--- src/verilog/cycle_timer_pkg.sv ---
// Constants, field layouts and carriers for the cycle timer status flag block.
// Assumes a 50 MHz system clock and an Avalon-MM master with 32-bit data.
//
// What this block does
// - In speed measurement mode the period-limit overflow flag is set when the captured count exceeds the cycle limit.
// - The period-limit overflow flag clears only after software reads it as 1 and then writes 0 to it.
// - In timer mode the compare-match flag is set whenever the counter equals the cycle limit register.
// - In speed measurement mode the compare-match flag is never set, even on equal values.
// - The compare-match flag clears only by a read as 1 followed by a write of 0.
// - With the external clock selected, falling edges count when the edge select bit is 0 and rising edges when it is 1.
// - In timer mode, while running, the selected event edge copies the counter into the capture register and sets the capture flag.
// - In speed measurement mode the third selected edge of a period copies the counter and sets the capture flag.
// - The capture flag clears only by a read as 1 followed by a write of 0 and stays set after any other access.
// - A software write of 1 to any flag is ignored; a write of 0 can only clear it.
// - The three low reserved status bits reset to zero and software keeps them at zero.
// - The counter wrap flag is set when the counter rolls from its maximum to zero and clears like the others.
// - At the third-edge capture the captured count is compared with the cycle limit to form the overflow condition.
// - Without polarity inversion the event rising edge is used for select 0 and falling for 1; inversion swaps them.
package cycle_timer_pkg;

	// Register byte offsets on the Avalon-MM port.
	localparam logic [4:0] STATUS_OFFSET = 5'h00;
	localparam logic [4:0] CONFIG_OFFSET = 5'h04;
	localparam logic [4:0] LIMIT_OFFSET = 5'h08;
	localparam logic [4:0] CAPTURE_OFFSET = 5'h0c;
	localparam logic [4:0] COUNTER_OFFSET = 5'h10;

	// Status register bit positions.
	localparam int WRAP_BIT = 7;
	localparam int PERIOD_OVF_BIT = 6;
	localparam int COMPARE_BIT = 5;
	localparam int EXT_EDGE_BIT = 4;
	localparam int CAPTURE_BIT = 3;

	// Configuration register bit positions.
	localparam int RUN_BIT = 0;
	localparam int SPEED_MODE_BIT = 1;
	localparam int EVENT_EDGE_BIT = 2;
	localparam int POLARITY_BIT = 3;
	localparam int CLOCK_SEL_LSB = 4;

	// Reset values and codes.
	localparam logic [15:0] LIMIT_RESET = 16'hffff;
	localparam logic [15:0] COUNT_RESET = 16'h0000;
	localparam logic [15:0] COUNT_MAX = 16'hffff;
	localparam logic [7:0] STATUS_RESET = 8'h00;
	localparam logic [2:0] CLOCK_SEL_EXTERNAL = 3'h7;

	// Sticky flags held in the status register.
	typedef struct packed {
		logic wrap;
		logic period_ovf;
		logic compare;
		logic capture;
	} flags_s;

	// Software configuration that steers the counting logic.
	typedef struct packed {
		logic run;
		logic speed_mode;
		logic event_edge_select;
		logic event_polarity_invert;
		logic [2:0] clock_select;
	} config_s;

	// Progress through a speed measurement period.
	typedef enum logic [1:0] {
		meas_idle,
		meas_first,
		meas_second
	} meas_state_e;

endpackage

--- src/verilog/cycle_timer_status_flags.sv ---
// Counter, capture and sticky status flags of one cycle measurement channel.
// Assumes an Avalon-MM master, a prescaler tick on the system clock and raw pins.
`timescale 1ns/1ns
`default_nettype none
module cycle_timer_status_flags (
	// Clock and reset.
	input wire logic clk,
	input wire logic reset,
	// Avalon-MM slave.
	input wire logic [4:0] address,
	input wire logic read,
	input wire logic write,
	input wire logic [31:0] writedata,
	output logic [31:0] readdata,
	output logic waitrequest,
	// Counting sources.
	input wire logic prescale_tick,
	input wire logic ext_clock,
	input wire logic event_input,
	// Flag and capture observation.
	output var cycle_timer_pkg::flags_s flags,
	output logic [15:0] capture_register
);
	import cycle_timer_pkg::*;

	////////////////////////////////////////////////////////////////////////////////
	// Pin conditioning.

	logic ext_rise;
	logic ext_fall;
	logic event_rise;
	logic event_fall;

	// Each pin crosses two flip-flops before any edge logic looks at it.
	// An edge therefore reaches the counting logic two cycles after the pin moves.
	// External counter clock pin.
	pin_edge_detect ext_sync (
		.clk(clk),
		.reset(reset),
		.pin(ext_clock),
		.rise(ext_rise),
		.fall(ext_fall)
	);

	// Event input pin from the fan tachometer.
	pin_edge_detect event_sync (
		.clk(clk),
		.reset(reset),
		.pin(event_input),
		.rise(event_rise),
		.fall(event_fall)
	);

	////////////////////////////////////////////////////////////////////////////////
	// Bus handshake.

	logic ack;
	logic next_ack;
	logic [31:0] next_readdata;
	logic status_read;
	logic status_write;
	logic config_write;
	logic limit_write;
	logic counter_write;

	// Registers written by software.
	config_s cfg;
	config_s next_cfg;
	logic [15:0] cycle_limit_register;
	logic [15:0] next_cycle_limit_register;
	logic ext_clock_edge_select;
	logic next_ext_clock_edge_select;
	logic [15:0] period_counter;

	// Read-as-one arming per flag.
	flags_s armed;
	flags_s next_armed;
	flags_s next_flags;

	// Returns the status byte with reserved bits at zero.
	function automatic logic [7:0] status_byte(input flags_s f, input logic edge_sel);
		logic [7:0] b;
		b = STATUS_RESET;
		b[WRAP_BIT] = f.wrap;
		b[PERIOD_OVF_BIT] = f.period_ovf;
		b[COMPARE_BIT] = f.compare;
		b[EXT_EDGE_BIT] = edge_sel;
		b[CAPTURE_BIT] = f.capture;
		return b;
	endfunction

	// Every request waits one cycle, then completes on the following edge.
	// The fixed wait lets the read data come from a register, never from the decode.
	assign waitrequest = (read | write) & ~ack;
	assign status_read = ack & read & (address == STATUS_OFFSET);
	assign status_write = ack & write & (address == STATUS_OFFSET);
	assign config_write = ack & write & (address == CONFIG_OFFSET);
	assign limit_write = ack & write & (address == LIMIT_OFFSET);
	assign counter_write = ack & write & (address == COUNTER_OFFSET) & ~cfg.speed_mode;

	// Acknowledge and read data are prepared in the waiting cycle.
	always_comb begin
		next_ack = (read | write) & ~ack;
		next_readdata = readdata;
		if (read & ~ack) begin
			unique case (address)
				STATUS_OFFSET: next_readdata = {24'h00_0000, status_byte(flags,
					ext_clock_edge_select)};
				CONFIG_OFFSET: next_readdata = {25'h000_0000, cfg};
				LIMIT_OFFSET: next_readdata = {16'h0000, cycle_limit_register};
				CAPTURE_OFFSET: next_readdata = {16'h0000, capture_register};
				COUNTER_OFFSET: next_readdata = {16'h0000, period_counter};
				default: next_readdata = 32'h0000_0000;
			endcase
		end
	end

	// Register the handshake and read data.
	always_ff @(posedge clk) begin
		if (reset) begin
			ack <= 1'b0;
			readdata <= 32'h0000_0000;
		end else begin
			ack <= next_ack;
			readdata <= next_readdata;
		end
	end

	////////////////////////////////////////////////////////////////////////////////
	// Software registers.

	// Configuration, limit and external edge select take bus writes.
	always_comb begin
		next_cfg = cfg;
		next_cycle_limit_register = cycle_limit_register;
		next_ext_clock_edge_select = ext_clock_edge_select;
		if (config_write) begin
			next_cfg.run = writedata[RUN_BIT];
			next_cfg.speed_mode = writedata[SPEED_MODE_BIT];
			next_cfg.event_edge_select = writedata[EVENT_EDGE_BIT];
			next_cfg.event_polarity_invert = writedata[POLARITY_BIT];
			next_cfg.clock_select = writedata[CLOCK_SEL_LSB +: 3];
		end
		if (limit_write) begin
			next_cycle_limit_register = writedata[15:0];
		end
		if (status_write) begin
			next_ext_clock_edge_select = writedata[EXT_EDGE_BIT];
		end
	end

	// Register the software settings.
	always_ff @(posedge clk) begin
		if (reset) begin
			cfg <= '0;
			cycle_limit_register <= LIMIT_RESET;
			ext_clock_edge_select <= 1'b0;
		end else begin
			cfg <= next_cfg;
			cycle_limit_register <= next_cycle_limit_register;
			ext_clock_edge_select <= next_ext_clock_edge_select;
		end
	end

	////////////////////////////////////////////////////////////////////////////////
	// Counting and capture.

	logic count_edge;
	logic event_edge;
	logic count_step;
	logic capture_now;
	logic restart_count;
	logic [15:0] next_period_counter;
	logic [15:0] next_capture_register;
	meas_state_e meas_state;
	meas_state_e next_meas_state;

	// External clock edge chosen by the edge select bit; otherwise the prescaler.
	assign count_edge = (cfg.clock_select == CLOCK_SEL_EXTERNAL) ?
		(ext_clock_edge_select ? ext_rise : ext_fall) : prescale_tick;

	// Event edge follows the edge select, swapped by polarity inversion.
	assign event_edge = (cfg.event_edge_select ^ cfg.event_polarity_invert) ?
		event_fall : event_rise;

	// The counter runs in timer mode when started, and during a period in speed mode.
	assign count_step = count_edge & (cfg.speed_mode ? (meas_state != meas_idle) : cfg.run);

	// Capture on every event edge in timer mode while running, on the third edge in speed mode.
	always_comb begin
		next_meas_state = meas_state;
		capture_now = 1'b0;
		restart_count = 1'b0;
		if (!cfg.speed_mode) begin
			next_meas_state = meas_idle;
			capture_now = event_edge & cfg.run;
		end else if (event_edge) begin
			unique case (meas_state)
				meas_idle: begin
					next_meas_state = meas_first;
					restart_count = 1'b1;
				end
				meas_first: begin
					next_meas_state = meas_second;
				end
				meas_second: begin
					next_meas_state = meas_first;
					capture_now = 1'b1;
					restart_count = 1'b1;
				end
			endcase
		end
	end

	// Counter and capture register updates.
	always_comb begin
		next_period_counter = period_counter;
		next_capture_register = capture_register;
		if (capture_now) begin
			next_capture_register = period_counter;
		end
		if (!cfg.speed_mode && !cfg.run) begin
			next_period_counter = COUNT_RESET;
		end else if (restart_count) begin
			next_period_counter = COUNT_RESET;
		end else if (count_step) begin
			next_period_counter = period_counter + 16'h0001;
		end
		if (counter_write) begin
			next_period_counter = writedata[15:0];
		end
	end

	// Register the counting state.
	always_ff @(posedge clk) begin
		if (reset) begin
			meas_state <= meas_idle;
			period_counter <= COUNT_RESET;
			capture_register <= COUNT_RESET;
		end else begin
			meas_state <= next_meas_state;
			period_counter <= next_period_counter;
			capture_register <= next_capture_register;
		end
	end

	////////////////////////////////////////////////////////////////////////////////
	// Sticky status flags.

	flags_s set_event;
	flags_s clear_ok;

	// Flag set conditions from the counting logic.
	always_comb begin
		set_event.wrap = count_step & ~restart_count & ~counter_write &
			(period_counter == COUNT_MAX);
		set_event.period_ovf = cfg.speed_mode & capture_now &
			(period_counter > cycle_limit_register);
		set_event.compare = ~cfg.speed_mode &
			(period_counter == cycle_limit_register);
		set_event.capture = capture_now;
	end

	// A write of 0 clears only a flag armed by a read that saw it as 1.
	always_comb begin
		clear_ok.wrap = status_write & armed.wrap & ~writedata[WRAP_BIT];
		clear_ok.period_ovf = status_write & armed.period_ovf &
			~writedata[PERIOD_OVF_BIT];
		clear_ok.compare = status_write & armed.compare & ~writedata[COMPARE_BIT];
		clear_ok.capture = status_write & armed.capture & ~writedata[CAPTURE_BIT];
	end

	// Arming follows status reads; any status write ends it. Set wins over clear.
	// A read arms only the flags that its returned byte showed as 1. A flag that
	// rises while the read is waiting was never seen by software, so a following
	// write of 0 must leave it alone.
	always_comb begin
		next_armed = armed;
		if (status_write) begin
			next_armed = '0;
		end else if (status_read) begin
			next_armed.wrap = readdata[WRAP_BIT];
			next_armed.period_ovf = readdata[PERIOD_OVF_BIT];
			next_armed.compare = readdata[COMPARE_BIT];
			next_armed.capture = readdata[CAPTURE_BIT];
		end
		next_flags = (flags & ~clear_ok) | set_event;
	end

	// Register the flags and their arming.
	always_ff @(posedge clk) begin
		if (reset) begin
			flags <= '0;
			armed <= '0;
		end else begin
			flags <= next_flags;
			armed <= next_armed;
		end
	end

endmodule
`default_nettype wire

--- src/verilog/pin_edge_detect.sv ---
// Synchroniser and edge detector for one asynchronous input pin.
// Assumes the pin is slow against the system clock; pulses are one cycle.
`timescale 1ns/1ns
`default_nettype none
module pin_edge_detect (
	// Clock and reset.
	input wire logic clk,
	input wire logic reset,
	// Pin from outside the clock domain.
	input wire logic pin,
	// One-cycle edge pulses.
	output logic rise,
	output logic fall
);

	logic meta;
	logic sync;
	logic last;
	logic next_meta;
	logic next_sync;
	logic next_last;

	// The first stage feeds only the second stage.
	always_comb begin
		next_meta = pin;
		next_sync = meta;
		next_last = sync;
	end

	// Register the synchroniser and the history stage.
	always_ff @(posedge clk) begin
		if (reset) begin
			meta <= 1'b0;
			sync <= 1'b0;
			last <= 1'b0;
		end else begin
			meta <= next_meta;
			sync <= next_sync;
			last <= next_last;
		end
	end

	assign rise = sync & ~last;
	assign fall = ~sync & last;

endmodule
`default_nettype wire
--- config.mk ---
export PLATFORM = sky130hd
export DESIGN_NAME = cycle_timer_status_flags
export DESIGN_NICKNAME = d
export VERILOG_FILES = /design/src/verilog/cycle_timer_pkg.sv /design/src/verilog/cycle_timer_status_flags.sv /design/src/verilog/pin_edge_detect.sv
export SDC_FILE = /design/constraint.sdc
export NUM_CORES = 1
export LEC_CHECK = 0
export ABC_AREA = 1
export BUFFER_PORTS_ARGS = -buffer_cell sky130_fd_sc_hd__buf_4
export CAP_MARGIN = 20
export CORE_ASPECT_RATIO = 0.7
export CORE_MARGIN = 2
export CORE_UTILIZATION = 30
export DETAILED_ROUTE_END_ITERATION = 6
export PLACE_DENSITY_LB_ADDON = 0.1
export SKIP_LAST_GASP = 1
export SLEW_MARGIN = 20
export SYNTH_ARGS = -nofsm -noshare
export SYNTH_HDL_FRONTEND = slang
export SYNTH_HIERARCHICAL = 1
export SYNTH_SLANG_ARGS = --single-unit
export TNS_END_PERCENT = 100
--- constraint.sdc ---
create_clock -name clk -period 1.6 [get_ports clk]
set_clock_uncertainty 0.15 [all_clocks]
set_input_delay 0.32 -clock clk [delete_from_list [all_inputs] [get_ports clk]]
set_output_delay 0.32 -clock clk [all_outputs]
set_load 0.1 [all_outputs]
# == Word level (Yosys, flattened, before mapping) ==
# Index checks and enable logic that the tools add are counted.
# word_totals
elab_cells,110
in_bits,44
output_inout_bits,53
reg_bits,105
# op_classes
n_eq_ne,9
n_lt_le_gt_ge,1
n_bitwise,47
n_addsub,1
muxes,16
reduce_logical,10
# ops
operator,count
one-hot mux 16 bit (5 select lines),1
two-way mux 16 bit,4
AND 1 bit,30
"adder 16 x 1 -> 16 bit, second input constant",1
== test 16 bit,1
"== test 16 bit, second input constant",1
> comparator 16 bit,1
NOT 1 bit,12
"== test 5 x 4 -> 1 bit, second input constant",2
two-way mux 1 bit,10
OR reduction 2 bit,3
"== test 5 x 3 -> 1 bit, second input constant",1
"== test 5 bit, second input constant",1
logical NOT 5 bit,1
AND 4 bit,1
NOT 4 bit,1
OR 4 bit,1
one-hot mux 2 bit (2 select lines),1
nonzero test 4 bit,1
"== test 3 bit, second input constant",1
"== test 2 x 1 -> 1 bit, second input constant",1
"== test 2 bit, second input constant",1
logical NOT 1 bit,2
logical NOT 2 bit,1
4 further kinds,4

# == Depth between registers and ports, before layout ==
# depth
depth_word,10
depth_mapped,12
depth_no_buf,11

# == Cells and area by module ==
# Netlist, hierarchy kept.
# by_module_without_submodules
module,area_each_um2,instances,cells_per_inst,seq_area_each_um2
cycle_timer_status_flags,4770.8,1,709,1661.6
pin_edge_detect,93.8,2,12,60.1

# == Worst setup path after synthesis ==
# Ideal clock, no wire load.
# synth_timing
kind,input-to-output
from,input port write
to,output port waitrequest
stages,2
path_slack_ns,-0.486
t_required_ns,1.130
arrival_time_ns,1.616
n_path_buf,0
cell_sequence,nor2_1 > nor2_1
# synth_between
elab_chain_len,2
# synth_lines
item,line,text
from (decl),cycle_timer_status_flags.sv:12,"input wire logic write,"
OR 1 bit,cycle_timer_status_flags.sv:94,assign waitrequest = (read | write) & ~ack;
AND 1 bit,cycle_timer_status_flags.sv:94,
to (decl),cycle_timer_status_flags.sv:15,"output logic waitrequest,"
# Every way passes these cells.

# == Worst setup path after layout ==
# layout_timing
from,register ack
to,register flags[2] (netlist bit)
# layout_between
elab_chain_len,7
# layout_lines
item,line,text
from (decl),cycle_timer_status_flags.sv:57,logic ack;
from (signal assigned),cycle_timer_status_flags.sv:124,ack <= next_ack;
AND 1 bit (2 in a row),cycle_timer_status_flags.sv:96,assign status_write = ack & write & (address == STATUS_OFFSET);
AND 1 bit (2 in a row),cycle_timer_status_flags.sv:267,clear_ok.period_ovf = status_write & armed.period_ovf &
NOT 4 bit,cycle_timer_status_flags.sv:287,next_flags = (flags & ~clear_ok) | set_event;
AND 4 bit,cycle_timer_status_flags.sv:287,
OR 4 bit,cycle_timer_status_flags.sv:287,
to (signal assigned),cycle_timer_status_flags.sv:296,flags <= next_flags;
to (decl),cycle_timer_status_flags.sv:21,"output var cycle_timer_pkg::flags_s flags,"
# Every way passes these cells.
# A chain may end at the register's enable or synchronous reset.

==> impl_metrics.py <==
metrics = {
    "die": {
        "dieArea_sq_um": 17600,
        "fp.dieH_um": 112,
        "die_x_um": 158,
        "start_util_pct": 30.5,
        "coreArea_sq_um": 16200,
        "rows": 39,
        "ios": 97,
    },
    "setup_path": {
        "arrival_ns": 1.69,
        "end_kind": "flip-flop",
        "crit_start": "ack$_SDFF_PP0_",
        "endpoint": "flags[2]$_SDFF_PP0_",
        "r2r_end": "flags[2]$_SDFF_PP0_",
        "r2r-start": "ack$_SDFF_PP0_",
        "start_kind": "flip-flop",
        "rr_worst_depth": 6,
        "cp_max_fo": 5,
        "regToRegSetupSlack_ns": -0.007,
        "path_class": "reg -> reg",
        "critPathRequiredTime_ns": 1.68,
    },
    "yosys": {
        "synth_top_area_share_pct": 35.9,
        "yosysSeqAreaShare_pct": 35.9,
        "synthCells": 733,
        "yosysUniqueCellTypes": 36,
        "syn_avg_cell_area_sq_um": 6.76,
        "synth.largest_area_cell": "dfxtp_1",
        "synthesis.area_sq_um": 4960,
        "synth_commonest_cells": "nand2_1 (161), nor2_1 (105), dfxtp_1 (89), inv_1 (62), a21oi_1 (55)",
        "async_reset_ff_share_pct": 0,
        "synth_edf_count": 0,
        "ys.warnings.count": 6,
        "synth_area_leaders": "dfxtp_1 (36%), nand2_1 (12%), nor2_1 (7.9%)",
        "yosysMostFrequentCell": "nand2_1",
        "synthFlopType": "dfxtp_1",
        "synth_seq_cells": 89,
    },
    "timing": {
        "period_share_pct": 100,
        "max_freq_mhz": 622,
        "rsz0062_at_grt": "true",
        "fin_crit_ns": 1.61,
        "final-hold-violation-count": 0,
        "finalSetupViolCount": 1,
        "drv_slew": 0,
        "setup_slack_ns": -0.00707,
        "tns_ns": -0.00707,
    },
    "cells_and_area": {
        "diodes": 0,
        "drive_gt1_share_pct": 37.0,
        "nets": 942,
        "multi_input_area_sq_um": 3130,
        "nFillCells": 1690,
        "area_growth_pct": 45.6,
        "seqCellArea_sq_um": 1850,
        "fin_util_pct": 44.4,
    },
    "pwr": {
        "p_leak_uw": 0.00304,
        "p_per_area_nw_per_um2": 693,
        "max-vdd-ir-drop_mv": 0.401,
    },
    "route": {
        "routed_wl_um": 19300,
        "via_count": 5371,
        "post_drt_wl_per_cell_um": 17.4,
        "drcViolationCount": 0,
        "vias_per_cell": 4.83,
        "initialDrtViolationCount": 395,
        "antenna_left": 0,
        "drt_first_pass_iters": 5,
    },
    "run_status": {
        "status": "finished, violations left",
        "violations": "negative setup slack",
    },
    "global_route": {
        "gr-total-overflow": 0,
        "grt_max_degree": 47,
        "antenna_found_initial": 0,
        "first_global_vias": 5019,
        "track_usage_pct": 22.0,
        "grt_pass1_wl_um": 29000,
    },
    "clock_tree": {
        "clk_latency_ns": 0.36,
        "ctsHoldBuffers": 0,
        "clockRootBuffer": "clkbuf_16",
        "clkTransAtPathRegs_ns": 0.08,
        "clock_sinks": 89,
        "cts_tree": "done",
        "cts_buffer_depth": 2,
        "h-tree-depth": 3,
        "cts_buffers": 9,
    },
    "placed_design": {
        "port_buffers": 64,
        "dpl_worst_slack_ns": -0.189,
        "detailed_place_hpwl_um": 14100,
        "place.gp.congestion": 0.875,
    },
    "hold_path": {
        "hp-class": "in -> reg",
    },
    "job": {
        "drv_cap": 0,
    },
}
final cells by class:
class	count	area share [%]
repair buffers	166	19.1
flip-flops and latches	89	25.6
well taps	225	3.90
clock inverters	7	0.988
inverters	74	3.99
clock buffers	9	3.12
multi-input cells	541	43.3
how the worst min path moves through the flow:
stage                                    start                              end  depth (start not counted)
finish                             event_input       event_sync/meta$_SDFF_PP0_                          3
detailed placement  event_sync/meta$_SDFF_PP0_  event_sync/next_last$_SDFF_PP0_                          2
global route                         ext_clock         ext_sync/meta$_SDFF_PP0_                          3
CTS                                  ext_clock         ext_sync/meta$_SDFF_PP0_                          3
global placement    event_sync/meta$_SDFF_PP0_  event_sync/next_last$_SDFF_PP0_                          2
floorplan           event_sync/meta$_SDFF_PP0_  event_sync/next_last$_SDFF_PP0_                          2
report_power, final:
group	internal [uW]	switching [uW]	total (uW)
logic	163	435	599
registers	2220	11.9	2230
clock network	1100	1070	2170
total	3490	1520	5000
through the flow:
| step | hold slack (ns) | cells | total power, uW | area, sq um |
|---|---|---|---|---|
| 2_1_floorplan | 0.238 | 748 | 2680 | 5030 |
| 3_3_place_gp | 0.239 | 1085 | 2850 | 6290 |
| 3_5_place_dp | 0.252 | 1085 | 2860 | 6290 |
| 4_1_cts | 0.00816 | 1103 | 5060 | 6780 |
| 5_1_grt | 0.00941 | 1111 | 5190 | 7220 |
| 6_report | 0.0155 | 1111 | 5000 | 7220 |
layer usage:
layer	part of all wire, %	up-vias	GRT usage [%]
met5	0	-	0
met3	7.7	13	5.02
met1	52	2511	35.7
li1	-	2688	-
met2	40	159	28.8
met4	1.0	0	4.24
critical path, stage by stage, from the launching register on:
cell	delay, ns
dfxtp_2	0.33
nand2_1	0.14
buf_4	0.19
inv_1	0.06
nand2_2	0.09
o21ai_0	0.41
a21oi_2	0.11
placed cells by master, fill, tap and decap left out, drive strengths merged:
cell type | netlist | layout
a21oi | 55 | 55
xnor2 | 1 | 1
o22ai | 3 | 3
o21ai | 51 | 51
clkinvlp | 0 | 2
a211oi | 2 | 2
clkbuf | 12 | 11
o211ai | 18 | 18
xor2 | 7 | 7
nor3 | 2 | 2
o21bai | 1 | 1
nand3 | 58 | 59
or2 | 1 | 1
o31ai | 1 | 1
clkinv | 1 | 2
ha | 17 | 17
nand4 | 26 | 26
buf | 34 | 164
conb | 1 | 16
inv | 73 | 77
dfxtp | 89 | 89
nor2 | 110 | 110
nand2 | 165 | 166
nand3b | 5 | 5
state kept, by name, indices dropped and copies added, names as in the netlist, 2 cells and up:
signal	count
flags	4
cycle_limit_register	16
capture_register	16
cfg	7
armed	4
readdata	16
period_counter	16
meas_state	2
cells by family (layout without fill, tap and decap cells):
kind of cell             Yosys count  after routing  synth area share (%)
AND/OR/NAND/NOR                  367            369                  32.7
AO/OA/AOI/OAI                    131            131                  14.4
buffers and inverters            120            256                  11.2
flip-flops                        89             89                  35.9
adder cells (fa/ha/maj)           17             17                  4.29
XOR/XNOR                           8              8                  1.41
other                              1             16                0.0756
timing repair:
| item | 4_1_cts | 5_1_grt |
|---|---|---|
| pin swaps | 20 | 43 |
| buffers inserted | 1 | 5 |
| endpoints found under the setup margin | 22 | 38 |
| cloned | 1 | 3 |
| hold endpoints to repair | 0 | 0 |
| resized for setup | 47 | 103 |
(Power assumes the default switching activity.)
